===== config.mk =====
export PLATFORM = sky130hd
export DESIGN_NAME = nco_top
export DESIGN_NICKNAME = d
export VERILOG_FILES = /design/src/nco_pkg.sv /design/src/nco_trig_if.sv /design/src/nco_sync.sv /design/src/nco_sincos.sv /design/src/nco_top.sv
export SDC_FILE = /design/constraint.sdc
export NUM_CORES = 2
export LEC_CHECK = 0
export BUFFER_PORTS_ARGS = -buffer_cell sky130_fd_sc_hd__buf_2
export CAP_MARGIN = 20
export CORE_ASPECT_RATIO = 0.5
export CORE_UTILIZATION = 29
export CTS_CLUSTER_SIZE = 12
export DETAILED_ROUTE_END_ITERATION = 10
export GPL_TIMING_DRIVEN = 0
export PLACE_DENSITY = 0.4
export SLEW_MARGIN = 20
export SYNTH_ARGS = -nofsm -noshare
export SYNTH_HDL_FRONTEND = slang
export SYNTH_HIERARCHICAL = 1
export SYNTH_SLANG_ARGS = --single-unit

===== constraint.sdc =====
create_clock -name clk -period 5.5 [get_ports clk]
set_clock_uncertainty 0.05 [all_clocks]
set_input_delay 0.275 -clock clk [delete_from_list [all_inputs] [get_ports clk]]
set_output_delay 0.275 -clock clk [all_outputs]
set_load 0.01 [all_outputs]

===== src/nco_pkg.sv =====
// Overview of operation
// - Phase accumulator adds increment, wraps, drops carry.
// - Increment is centre plus offset, modulo 2^32.
// - Phase carry output is inverted adder overflow.
// - Timer accumulator adds step; overflow drives carry.
// - Offset added to upper sixteen accumulator bits.
// - Host word captured while select, strobe low.
// - Target select picks low, high, phase, reserved.
// - High and low words form shared load source.
// - Centre load enable registered, loads edge later.
// - Phase input copied when registered enable low and phase source select high.
// - Quadrant code gives top offset bits, rest zero.
// - Offset gate removes offset from increment only.
// - Accumulator load zeroes phase feedback path.
// - Range select limits argument to pi or 2pi.
// - Timer step loads while its enable low.
// - Timer init zeroes timer feedback, suppressing carries.
// - Timer init bypasses lookup with raw phase.
// - Bypass: upper phase on sine, lower on cosine.
// - Lookup uses upper twenty argument bits, sixteen-bit outputs.
// - Address zero is zero radians, counterclockwise rotation.
// - Lookup outputs confined to 8001 through 7FFF; bypass passes raw phase bits.
package nco_pkg;
  // ----------------------------------------
  // Widths
  // ----------------------------------------
  localparam int WORD_W = 16;
  localparam int PHASE_W = 32;
  localparam int ADDR_W = 20;
  localparam int TRIG_W = 16;
  localparam int QUAD_LOW_W = 14;
  localparam int SYNC_STAGES = 2;
  localparam int SYNC_W = 31;
  // ----------------------------------------
  // Host target decode
  // ----------------------------------------
  localparam logic [1:0] SEL_FREQ_LOW = 2'h0;
  localparam logic [1:0] SEL_FREQ_HIGH = 2'h1;
  localparam logic [1:0] SEL_PHASE = 2'h2;
  localparam logic [1:0] SEL_RESERVED = 2'h3;
  // ----------------------------------------
  // Quadrant keying
  // ----------------------------------------
  localparam logic [1:0] QUAD_CODE_0 = 2'h0;
  localparam logic [1:0] QUAD_CODE_90 = 2'h1;
  localparam logic [1:0] QUAD_CODE_270 = 2'h2;
  localparam logic [1:0] QUAD_CODE_180 = 2'h3;
  localparam logic [1:0] QUAD_TOP_0 = 2'h0;
  localparam logic [1:0] QUAD_TOP_90 = 2'h1;
  localparam logic [1:0] QUAD_TOP_180 = 2'h2;
  localparam logic [1:0] QUAD_TOP_270 = 2'h3;
  // ----------------------------------------
  // Reset values
  // ----------------------------------------
  localparam logic [31:0] RESET_WORD = 32'h00000000;
  localparam logic [15:0] RESET_HALF = 16'h0000;
  // Active-low controls idle high, host port idle
  localparam logic [30:0] SYNC_IDLE = 31'h00007F1F;
  // ----------------------------------------
  // Sine/cosine generator
  // ----------------------------------------
  localparam int CORDIC_STAGES = 16;
  localparam int CORDIC_W = 18;
  localparam int ANGLE_W = 21;
  localparam logic signed [17:0] CORDIC_GAIN = 18'sh04DBA;
  localparam logic signed [15:0] TRIG_MAX = 16'sh7FFF;
  localparam logic signed [15:0] TRIG_MIN = 16'sh8001;
  // Arctangent of 2^-i, full circle = 2^20
  localparam logic [20:0] ATAN_TABLE [16] = '{
    21'h020000, 21'h012E40, 21'h009FB4, 21'h005111,
    21'h0028B1, 21'h00145D, 21'h000A2F, 21'h000518,
    21'h00028C, 21'h000146, 21'h0000A3, 21'h000051,
    21'h000029, 21'h000014, 21'h00000A, 21'h000005
  };
endpackage


===== src/nco_trig_if.sv =====
`timescale 1ns/100ps
interface nco_trig_if;
  logic [nco_pkg::ADDR_W-1:0] addr;
  logic signed [nco_pkg::TRIG_W-1:0] sine;
  logic signed [nco_pkg::TRIG_W-1:0] cosine;
  modport source (
    output addr,
    input sine,
    input cosine
  );
  modport lookup (
    input addr,
    output sine,
    output cosine
  );
endinterface


===== src/nco_sync.sv =====
`timescale 1ns/100ps
module nco_sync #(
  parameter int WIDTH = nco_pkg::SYNC_W,
  parameter logic [WIDTH-1:0] RESET_VALUE = '0
) (
  input wire logic clk,
  input wire logic resetn,
  input wire logic clk_en,
  input wire logic [WIDTH-1:0] async_in,
  output logic [WIDTH-1:0] sync_out
);
  // ----------------------------------------
  // Two-stage synchroniser
  // ----------------------------------------
  logic [WIDTH-1:0] meta;
  logic [WIDTH-1:0] next_meta;
  logic [WIDTH-1:0] next_sync_out;

  always_comb begin
    next_meta = async_in;
    next_sync_out = meta;
  end

  always_ff @(posedge clk) begin
    if (!resetn) begin
      meta <= RESET_VALUE;
      sync_out <= RESET_VALUE;
    end else if (clk_en) begin
      meta <= next_meta;
      sync_out <= next_sync_out;
    end
  end
endmodule


===== src/nco_sincos.sv =====
`timescale 1ns/100ps
module nco_sincos #(
  parameter int STAGES = nco_pkg::CORDIC_STAGES
) (
  input wire logic clk,
  input wire logic resetn,
  input wire logic clk_en,
  nco_trig_if.lookup trig
);
  localparam int W = nco_pkg::CORDIC_W;
  localparam int A = nco_pkg::ANGLE_W;

  logic signed [W-1:0] x [STAGES+1];
  logic signed [W-1:0] y [STAGES+1];
  logic signed [A-1:0] z [STAGES+1];
  logic [1:0] quad [STAGES+1];
  logic signed [nco_pkg::TRIG_W-1:0] next_sine;
  logic signed [nco_pkg::TRIG_W-1:0] next_cosine;

  // Symmetric clamp, never yields 8000
  function automatic logic signed [15:0] nco_clamp(input logic signed [17:0] v);
    if (v > 18'(nco_pkg::TRIG_MAX)) begin
      nco_clamp = nco_pkg::TRIG_MAX;
    end else if (v < 18'(nco_pkg::TRIG_MIN)) begin
      nco_clamp = nco_pkg::TRIG_MIN;
    end else begin
      nco_clamp = v[15:0];
    end
  endfunction

  // ----------------------------------------
  // Rotation pipeline
  // ----------------------------------------
  // Residual below 90 degrees; quadrant restored after rotation
  assign x[0] = nco_pkg::CORDIC_GAIN;
  assign y[0] = '0;
  assign z[0] = A'({1'b0, trig.addr[17:0]});
  assign quad[0] = trig.addr[19:18];

  for (genvar i = 0; i < STAGES; i++) begin : g_stage
    logic signed [W-1:0] next_x;
    logic signed [W-1:0] next_y;
    logic signed [A-1:0] next_z;
    always_comb begin
      if (z[i] >= 0) begin
        next_x = x[i] - (y[i] >>> i);
        next_y = y[i] + (x[i] >>> i);
        next_z = z[i] - $signed(nco_pkg::ATAN_TABLE[i]);
      end else begin
        next_x = x[i] + (y[i] >>> i);
        next_y = y[i] - (x[i] >>> i);
        next_z = z[i] + $signed(nco_pkg::ATAN_TABLE[i]);
      end
    end
    always_ff @(posedge clk) begin
      if (!resetn) begin
        x[i+1] <= '0;
        y[i+1] <= '0;
        z[i+1] <= '0;
        quad[i+1] <= 2'h0;
      end else if (clk_en) begin
        x[i+1] <= next_x;
        y[i+1] <= next_y;
        z[i+1] <= next_z;
        quad[i+1] <= quad[i];
      end
    end
  end

  // ----------------------------------------
  // Quadrant restore and clamp
  // ----------------------------------------
  always_comb begin
    unique case (quad[STAGES])
      2'h0: begin
        next_cosine = nco_clamp(x[STAGES]);
        next_sine = nco_clamp(y[STAGES]);
      end
      2'h1: begin
        next_cosine = nco_clamp(-y[STAGES]);
        next_sine = nco_clamp(x[STAGES]);
      end
      2'h2: begin
        next_cosine = nco_clamp(-x[STAGES]);
        next_sine = nco_clamp(-y[STAGES]);
      end
      2'h3: begin
        next_cosine = nco_clamp(y[STAGES]);
        next_sine = nco_clamp(-x[STAGES]);
      end
    endcase
  end

  always_ff @(posedge clk) begin
    if (!resetn) begin
      trig.sine <= nco_pkg::RESET_HALF;
      trig.cosine <= nco_pkg::RESET_HALF;
    end else if (clk_en) begin
      trig.sine <= next_sine;
      trig.cosine <= next_cosine;
    end
  end
endmodule


===== src/nco_top.sv =====
`timescale 1ns/100ps
module nco_top #(
  parameter int CORDIC_STAGES = nco_pkg::CORDIC_STAGES
) (
  input wire logic clk,
  input wire logic resetn,
  input wire logic clk_en,
  input wire logic [15:0] host_word_bus,
  input wire logic [1:0] target_select,
  input wire logic chip_select_n,
  input wire logic store_strobe_n,
  input wire logic center_step_load_n,
  input wire logic offset_step_load_n,
  input wire logic phase_offset_load_n,
  input wire logic phase_source_select,
  input wire logic [1:0] quadrant_code,
  input wire logic offset_gate_n,
  input wire logic accum_load_n,
  input wire logic phase_range_select,
  input wire logic timer_step_load_n,
  input wire logic timer_init_bypass_n,
  output logic phase_carry_n,
  output logic timer_carry_n,
  output logic [31:0] phase_argument,
  output logic [15:0] sine_out,
  output logic [15:0] cosine_out
);
  // ----------------------------------------
  // Pin synchronisers
  // ----------------------------------------
  logic [nco_pkg::SYNC_W-1:0] pins_async;
  logic [nco_pkg::SYNC_W-1:0] pins_sync;
  logic [15:0] s_word;
  logic [1:0] s_target;
  logic s_cs_n;
  logic s_strobe_n;
  logic s_center_ld_n;
  logic s_offset_ld_n;
  logic s_phase_ld_n;
  logic s_phase_src;
  logic [1:0] s_quad;
  logic s_gate_n;
  logic s_accum_ld_n;
  logic s_range;
  logic s_timer_ld_n;
  logic s_bypass_n;

  assign pins_async = {host_word_bus, target_select, chip_select_n, store_strobe_n,
                       center_step_load_n, offset_step_load_n, phase_offset_load_n,
                       phase_source_select, quadrant_code, offset_gate_n, accum_load_n,
                       phase_range_select, timer_step_load_n, timer_init_bypass_n};

  nco_sync #(
    .WIDTH(nco_pkg::SYNC_W),
    .RESET_VALUE(nco_pkg::SYNC_IDLE)
  ) u_sync (
    .clk(clk),
    .resetn(resetn),
    .clk_en(clk_en),
    .async_in(pins_async),
    .sync_out(pins_sync)
  );

  assign {s_word, s_target, s_cs_n, s_strobe_n, s_center_ld_n, s_offset_ld_n,
          s_phase_ld_n, s_phase_src, s_quad, s_gate_n, s_accum_ld_n, s_range,
          s_timer_ld_n, s_bypass_n} = pins_sync;

  // ----------------------------------------
  // Host input registers
  // ----------------------------------------
  logic [15:0] freq_low;
  logic [15:0] freq_high;
  logic [15:0] phase_input;
  logic [15:0] next_freq_low;
  logic [15:0] next_freq_high;
  logic [15:0] next_phase_input;
  logic host_write;
  logic [31:0] freq_word;

  assign host_write = !s_cs_n && !s_strobe_n;
  assign freq_word = {freq_high, freq_low};

  always_comb begin
    next_freq_low = freq_low;
    next_freq_high = freq_high;
    next_phase_input = phase_input;
    if (host_write) begin
      unique case (s_target)
        nco_pkg::SEL_FREQ_LOW: next_freq_low = s_word;
        nco_pkg::SEL_FREQ_HIGH: next_freq_high = s_word;
        nco_pkg::SEL_PHASE: next_phase_input = s_word;
        nco_pkg::SEL_RESERVED: next_phase_input = phase_input;
      endcase
    end
  end

  always_ff @(posedge clk) begin
    if (!resetn) begin
      freq_low <= nco_pkg::RESET_HALF;
      freq_high <= nco_pkg::RESET_HALF;
      phase_input <= nco_pkg::RESET_HALF;
    end else if (clk_en) begin
      freq_low <= next_freq_low;
      freq_high <= next_freq_high;
      phase_input <= next_phase_input;
    end
  end

  // ----------------------------------------
  // Frequency, timer and phase offset registers
  // ----------------------------------------
  logic center_load_registered;
  logic offset_load_registered;
  logic phase_offset_load_registered;
  logic [31:0] center_freq;
  logic [31:0] offset_freq;
  logic [31:0] timer_step;
  logic [15:0] phase_offset;
  logic [31:0] next_center_freq;
  logic [31:0] next_offset_freq;
  logic [31:0] next_timer_step;
  logic [15:0] next_phase_offset;

  always_comb begin
    next_center_freq = center_freq;
    next_offset_freq = offset_freq;
    next_timer_step = timer_step;
    next_phase_offset = phase_offset;
    if (!center_load_registered) begin
      next_center_freq = freq_word;
    end
    if (!offset_load_registered) begin
      next_offset_freq = freq_word;
    end
    if (!s_timer_ld_n) begin
      next_timer_step = freq_word;
    end
    if (!phase_offset_load_registered) begin
      if (s_phase_src) begin
        next_phase_offset = phase_input;
      end else begin
        unique case (s_quad)
          nco_pkg::QUAD_CODE_0: next_phase_offset = {nco_pkg::QUAD_TOP_0, 14'h0000};
          nco_pkg::QUAD_CODE_90: next_phase_offset = {nco_pkg::QUAD_TOP_90, 14'h0000};
          nco_pkg::QUAD_CODE_270: next_phase_offset = {nco_pkg::QUAD_TOP_270, 14'h0000};
          nco_pkg::QUAD_CODE_180: next_phase_offset = {nco_pkg::QUAD_TOP_180, 14'h0000};
        endcase
      end
    end
  end

  // Registered enables add the documented one-edge delay
  always_ff @(posedge clk) begin
    if (!resetn) begin
      center_load_registered <= 1'b1;
      offset_load_registered <= 1'b1;
      phase_offset_load_registered <= 1'b1;
      center_freq <= nco_pkg::RESET_WORD;
      offset_freq <= nco_pkg::RESET_WORD;
      timer_step <= nco_pkg::RESET_WORD;
      phase_offset <= nco_pkg::RESET_HALF;
    end else if (clk_en) begin
      center_load_registered <= s_center_ld_n;
      offset_load_registered <= s_offset_ld_n;
      phase_offset_load_registered <= s_phase_ld_n;
      center_freq <= next_center_freq;
      offset_freq <= next_offset_freq;
      timer_step <= next_timer_step;
      phase_offset <= next_phase_offset;
    end
  end

  // ----------------------------------------
  // Phase and timer accumulators
  // ----------------------------------------
  logic [31:0] phase_acc;
  logic [31:0] timer_acc;
  logic [31:0] phase_incr;
  logic [31:0] phase_feedback;
  logic [31:0] timer_feedback;
  logic [32:0] phase_sum;
  logic [32:0] timer_sum;
  logic [31:0] next_phase_acc;
  logic [31:0] next_timer_acc;
  logic next_phase_carry_n;
  logic next_timer_carry_n;

  always_comb begin
    phase_incr = center_freq + (s_gate_n ? offset_freq : 32'h00000000);
    phase_feedback = s_accum_ld_n ? phase_acc : 32'h00000000;
    timer_feedback = s_bypass_n ? timer_acc : 32'h00000000;
    phase_sum = {1'b0, phase_feedback} + {1'b0, phase_incr};
    timer_sum = {1'b0, timer_feedback} + {1'b0, timer_step};
    next_phase_acc = phase_sum[31:0];
    next_timer_acc = timer_sum[31:0];
    next_phase_carry_n = !phase_sum[32];
    next_timer_carry_n = !timer_sum[32];
  end

  always_ff @(posedge clk) begin
    if (!resetn) begin
      phase_acc <= nco_pkg::RESET_WORD;
      timer_acc <= nco_pkg::RESET_WORD;
      phase_carry_n <= 1'b1;
      timer_carry_n <= 1'b1;
    end else if (clk_en) begin
      phase_acc <= next_phase_acc;
      timer_acc <= next_timer_acc;
      phase_carry_n <= next_phase_carry_n;
      timer_carry_n <= next_timer_carry_n;
    end
  end

  // ----------------------------------------
  // Phase adder and range
  // ----------------------------------------
  logic [31:0] next_phase_argument;
  logic [15:0] offset_top;

  always_comb begin
    offset_top = phase_acc[31:16] + phase_offset;
    next_phase_argument = {offset_top, phase_acc[15:0]};
    if (!s_range) begin
      next_phase_argument[31] = 1'b0;
    end
  end

  always_ff @(posedge clk) begin
    if (!resetn) begin
      phase_argument <= nco_pkg::RESET_WORD;
    end else if (clk_en) begin
      phase_argument <= next_phase_argument;
    end
  end

  // ----------------------------------------
  // Sine/cosine lookup and bypass
  // ----------------------------------------
  nco_trig_if trig ();
  logic [15:0] next_sine_out;
  logic [15:0] next_cosine_out;

  assign trig.addr = phase_argument[31:12];

  nco_sincos #(
    .STAGES(CORDIC_STAGES)
  ) u_sincos (
    .clk(clk),
    .resetn(resetn),
    .clk_en(clk_en),
    .trig(trig)
  );

  // Bypass is immediate; lookup path lags by pipeline depth
  always_comb begin
    if (!s_bypass_n) begin
      next_sine_out = phase_argument[31:16];
      next_cosine_out = phase_argument[15:0];
    end else begin
      next_sine_out = trig.sine;
      next_cosine_out = trig.cosine;
    end
  end

  always_ff @(posedge clk) begin
    if (!resetn) begin
      sine_out <= nco_pkg::RESET_HALF;
      cosine_out <= nco_pkg::RESET_HALF;
    end else if (clk_en) begin
      sine_out <= next_sine_out;
      cosine_out <= next_cosine_out;
    end
  end
endmodule


==> After elaboration in Yosys (flattened, before gate mapping) <==
Cells that the tools add are included.
{ "op_classes": {"add_sub_neg": 96, "multipliers": 0, "div": 0, "magnitude_cmp": 24, "eq_ne": 8, "shift": 0, "n_mux": 64, "bitwise_logic": 4, "reduce_logical": 15} }
{ "op_table": {"columns": ["cell", "n"], "rows": [
  ["18-bit two-way mux", 31],
  ["21-bit by 1-bit >= comparator with 1-bit output (second input constant)", 15],
  ["21-bit two-way mux", 15],
  ["16-bit one-hot mux with 4 select lines", 3],
  ["16-bit two-way mux", 11],
  ["32-bit two-way mux", 3],
  ["18-bit by 16-bit > comparator with 1-bit output (second input constant)", 4],
  ["18-bit by 16-bit less-than comparator with 1-bit output (second input constant)", 4],
  ["32-bit by 32-bit adder with 33-bit output", 2],
  ["18-bit by 15-bit adder with 18-bit output", 3],
  ["18-bit by 15-bit subtractor with 18-bit output", 3],
  ["18-bit by 10-bit adder with 18-bit output", 2],
  ["18-bit by 11-bit adder with 18-bit output", 2],
  ["18-bit by 12-bit adder with 18-bit output", 2],
  ["18-bit by 13-bit adder with 18-bit output", 2],
  ["18-bit by 14-bit adder with 18-bit output", 2],
  ["18-bit by 16-bit adder with 18-bit output", 2],
  ["18-bit by 3-bit adder with 18-bit output", 2],
  ["18-bit by 4-bit adder with 18-bit output", 2],
  ["18-bit by 5-bit adder with 18-bit output", 2],
  ["18-bit by 6-bit adder with 18-bit output", 2],
  ["18-bit by 7-bit adder with 18-bit output", 2],
  ["18-bit by 8-bit adder with 18-bit output", 2],
  ["18-bit by 9-bit adder with 18-bit output", 2],
  ["58 further kinds", 91]
]} }
{ "totals": {"ff_bits": 1293, "latchBits": 0, "mem_bits_rw": 0, "romBits": 0, "input_bits": 34, "out_inout_bits": 66, "elab_cells": 295, "mem_count": 0} }

==> Longest topological paths before layout <==
{ "logic_depth": {"ltp_word": 5, "ltp_mapped": 21, "mapped_depth_nobuf": 20} }

==> Modules after synthesis <==
The synthesis kept the hierarchy.
{ "modules_own_cells": {"columns": ["module", "n_inst", "cells_per_inst", "area_each_um2", "seq_area_each_um2"], "rows": [
  ["nco_sincos", 1, 8605, 67923.9, 17256.6],
  ["nco_top", 1, 2075, 17138.9, 5865.6],
  ["nco_sync", 1, 200, 2331.0, 1241.2]
]} }

==> Worst setup path after synthesis <==
Ideal clock, no wire load.
{ "synth_path": {"path_kind": "reg2reg", "from": "register u_sync.sync_out[4]", "to": "register phase_acc[29]", "setup_time_ns": 0.127, "arrival_time_ns": 4.027, "required_time_ns": 5.323, "setup_slack_ns": 1.296, "stages_incl_launch_ff": 19, "n_path_buf": 1, "synth_period_minus_slack_ns": 4.204, "cell_sequence": "dfxtp_1 > clkbuf_1 > and2_1 > ha_1 > o21a_1 > or2_1 > a31oi_1 > o21ai_2 > a31oi_1 > nor3_1 > or2_1 > xor2_1 > ha_1 > a21o_1 > a2111oi_0 > nor2_1 > a221oi_1 > xor2_1 > o21ai_1"} }
{ "synth_between": {"elab_chain_len": 3} }
{ "synth_lines": {"columns": ["element", "line_no", "rtl"], "rows": [
  ["start: declaration", "nco_sync.sv:10", "output logic [WIDTH-1:0] sync_out"],
  ["start signal: assignment", "nco_sync.sv:30", "sync_out <= next_sync_out;"],
  ["32-bit two-way mux", "nco_top.sv:189", "phase_incr = center_freq + (s_gate_n ? offset_freq : 32'h00000000);"],
  ["32-bit adder", "nco_top.sv:189", null],
  ["32-bit by 32-bit adder with 33-bit output", "nco_top.sv:192", "phase_sum = {1'b0, phase_feedback} + {1'b0, phase_incr};"],
  ["end signal: assignment", "nco_top.sv:202", "phase_acc <= nco_pkg::RESET_WORD;"],
  ["end signal: assignment", "nco_top.sv:207", "phase_acc <= next_phase_acc;"],
  ["end: declaration", "nco_top.sv:176", "logic [31:0] phase_acc;"]
]} }
Every way passes these cells.
A chain may end at the register's enable or synchronous reset.

==> Worst setup path in the final report <==
{ "layout_path": {"from": "register u_sincos/z[146] (netlist name)", "to": "register u_sincos/x[106] (netlist name)"} }
{ "layout_between": {"elab_chain_len": 2} }
{ "layout_lines": {"columns": ["element", "line_no", "rtl"], "rows": [
  ["start: declaration", "nco_sincos.sv:15", "logic signed [A-1:0] z [STAGES+1];"],
  ["start signal: indexed assignment", "nco_sincos.sv:64", "z[i+1] <= next_z;"],
  ["21-bit by 1-bit >= comparator with 1-bit output", "nco_sincos.sv:45", "if (z[i] >= 0) begin"],
  ["18-bit two-way mux", "nco_sincos.sv:45", null],
  ["end signal: indexed assignment", "nco_sincos.sv:62", "x[i+1] <= next_x;"],
  ["end: declaration", "nco_sincos.sv:13", "logic signed [W-1:0] x [STAGES+1];"]
]} }
Every way passes these cells.

==> impl_metrics.tcl <==
set metrics [dict create \
    numCtsBuffers 147 \
    path_max_fanout 10 \
    worst_slew_pin_slew_ns 1.19 \
    grt_max_degree 24 \
    setup_viol 0 \
    synthFlopType "dfxtp_1" \
    ff2ff_setup_slack_ns 0.29 \
    synthDistinctLibCells 101 \
    die-area_sq_mm 0.304 \
    dp_slack_ns 0.137 \
    wl_per_cell_um 22.8 \
    p_seq_share_pct 21.6 \
    fin_crit_sh_pct 94.6 \
    drive_above_1_share_pct 4.89 \
    dieWidth_um 778 \
    die_y_um 390 \
    critical_path_class "reg -> reg" \
    finalCriticalPeriod_ns 5.21 \
    via_per_inst 5.11 \
    syn_nets 11861 \
    postPlaceCellArea_sq_mm 0.0939 \
    clock_tree.buffer_depth 4 \
    ys_ff_latch 1217 \
    clkTransAtPathRegs_ns 0.06 \
    r2r_cells 14 \
    cp-end-kind "register" \
    yosysSeqAreaShare_pct 27.9 \
    clock-root-buffer "clkbuf_16" \
    cts.sink_count 1217 \
    fmax_ghz 0.192 \
    whs_path_depth 3 \
    cts_tree "done" \
    synth_cells 10880 \
    grt_use_total_pct 22.3 \
    synthArstFlopShare_pct 0 \
    p_leak_uw 0.0424 \
    drt_pre_antenna_iters 8 \
    worstSkewPairLatency_ns 0.83 \
    p_switching_uw 29000 \
    drt_drc_violations_left 0 \
    synth_warnings 6 \
    intPower_uw 32200 \
    place_congestion 0.878 \
    swShare_pct 47.4 \
    grt_pass1_wl_um 512000 \
    reg_top3 "u_sincos/z x290, u_sincos/x x256, u_sincos/y x252" \
    antenna_found_initial 26 \
    worstSetupStartpointType "register" \
    syn_avg_cell_area_sq_um 8.03 \
    area_growth_pct 13.5 \
    top_level_ports 100 \
    worst-endpoint-required_ns 6.12 \
    antenna_left 0 \
    cts-htree-levels 4 \
    run_status "completed" \
    relSlewSlack_pct 20.4 \
    finalWorstSetupSlack_ns 0.295 \
    largest_register "u_sincos/z" \
    start_util_pct 29.2 \
    rsz0062_at_grt "no" \
    portBuffers 98 \
    route.vias.total 78460 \
    largest_reg_flops 290 \
    fin_nets 12208 \
    arrival_ns 5.82 \
    grt_pass1_vias 75312 \
    stdcell_area_sq_mm 0.0992 \
    synthesis.area_sq_mm 0.0874 \
    cts_setup_buffers 0 \
    fp-row-count 142 \
    finalHoldViolCount 0 \
    maxCapViolations 0 \
    wl_um 350000 \
    dr.first_iter.drc_count 5573 \
    drv_slew 0 \
    powerDensity_mw_per_mm2 617 \
    grt_overflow 0 \
    synth_edf_count 0 \
    power_uw 61200 \
    hp-class "in -> reg" \
    pwr-share-clk_pct 16.4 \
    comb_power_share_pct 62.0 \
    place_hpwl_um 278000 \
    ir_drop_uv 246 \
    core_sq_mm 0.300 \
]
[worst max-delay path: stages (launching register included)]
cell        delay, ns
dfxtp_1          0.60
clkbuf_2         0.43
clkinvlp_4       0.40
nor2_1           0.22
xnor2_1          0.23
ha_1             0.35
nor2b_1          0.18
o31ai_1          0.40
nor3_1           0.12
o41a_1           0.42
o41ai_1          0.65
o2111ai_1        0.24
a21oi_1          0.21
xor2_1           0.42
a21oi_1          0.12
[placed cells by master (no fill, tap or decap), types with 34 or more instances in the layout]
cell and count:
a21o_1 248, nand4_1 53, a21oi_1 800, o21ai_1 40, clkbuf_16 151, xor2_1 345
dfxtp_1 1216, a211oi_1 169, o21ai_0 684, mux2i_1 430, nor3_1 239, nand2_1 1139
o21a_1 127, inv_1 346, fa_1 45, ha_1 902, and2_1 141, clkbuf_2 65
nand2b_1 134, o31ai_1 86, or2_2 48, xnor2_1 490, o211ai_1 59, and3_1 57
o211a_1 45, dlygate4sd3_1 63, or4_1 36, o21bai_1 72, clkbuf_1 370, nor2_1 1178
or3_1 102, a21boi_0 181, a31oi_1 79, buf_2 114, nand3_1 182, nor2b_1 236
o41ai_1 34
[kinds of logic (layout without fill, tap and decap cells)]
family	Yosys count	after routing	synth area share [%]
XOR/XNOR	835	835	8.37
other	0	8	0
flip-flops	1217	1217	27.9
multiplexers	434	434	4.98
adder cells (fa/ha/maj)	947	947	13.9
AND/OR/NAND/NOR	3656	3656	19.2
buffers and inverters	813	1256	3.64
AO/OA/AOI/OAI	2978	2978	22.0
[metrics by stage]
| step | setup TNS, ns | hold slack [ns] | util [%] | cells |
|---|---|---|---|---|
| floorplan | 0 | 0.353 | - | 10880 |
| global placement | -1.85 | 0.379 | 31.0 | 15010 |
| detailed placement | 0 | 0.383 | 31.3 | 15046 |
| CTS | 0 | 0.0503 | 33.1 | 15354 |
| global route | 0 | 0.0841 | 33.1 | 15355 |
| finish | 0 | 0.113 | 33.1 | 15363 |
[path summary, 6_finish.rpt]
check | to | startpoint
min reg2reg | u_sincos/trig.sine[4] | u_sincos/trig.sine[4]
max reg2reg | u_sincos/x[106] | u_sincos/z[146]
max | u_sincos/x[106] | u_sincos/z[146]
min | u_sync/sync_out[28] | resetn
[layer usage]
layer  vias to the layer above  wire length [um]  track usage (%)
li1                      39496                 -                -
met1                     37281            172000             31.6
met2                      1334            155000             36.2
met3                       349             13900             2.60
met4                         0              8570             5.08
met5                         -                 0                0
[synthesized netlist by cell type (134+ instances only)]
| cell type | instances | area share (%) |
|---|---|---|
| nand3_1 | 182 | 1.0 |
| xor2_1 | 345 | 3.5 |
| nand2_1 | 1139 | 4.9 |
| o21ai_0 | 684 | 3.9 |
| xnor2_1 | 490 | 4.9 |
| a21o_1 | 248 | 2.1 |
| clkbuf_1 | 404 | 1.7 |
| nor2b_1 | 236 | 1.7 |
| a21boi_0 | 181 | 1.6 |
| nor3_1 | 239 | 1.4 |
| mux2i_1 | 430 | 4.9 |
| a211oi_1 | 169 | 1.5 |
| dfxtp_1 | 1217 | 28 |
| inv_1 | 347 | 1.5 |
| nor2_1 | 1178 | 5.1 |
| and2_1 | 141 | 1.0 |
| nand2b_1 | 134 | 0.96 |
| ha_1 | 902 | 13 |
| a21oi_1 | 800 | 4.6 |
[area by class of cell]
type | instances | area [sq um]
timing repair inverter | 1 | 5.00
fill | 32089 | 200000
clock inverter | 32 | 383
buffer | 466 | 1970
inverter | 347 | 1310
sequential | 1217 | 24400
clock buffer | 213 | 4320
multi-input combinational | 8850 | 59900
tap | 4032 | 5040
antenna | 8 | 20.0
timing repair buffer | 197 | 1960
[power groups by stage]
stage	clock, uW	sequential, uW	combinational [uW]
floorplan	0	12100	28300
global placement	0	13400	37500
detailed placement	0	13400	37400
CTS	10300	13200	37800
global route	10700	13400	42300
finish	10100	13200	38000
[repair_timing]
action,4_1_cts,5_1_grt
hold buffers,63,0
hold endpoints to repair,62,0
endpoints found under the setup margin,0,4
gates resized for setup,0,6
(Power assumes the default switching activity.)
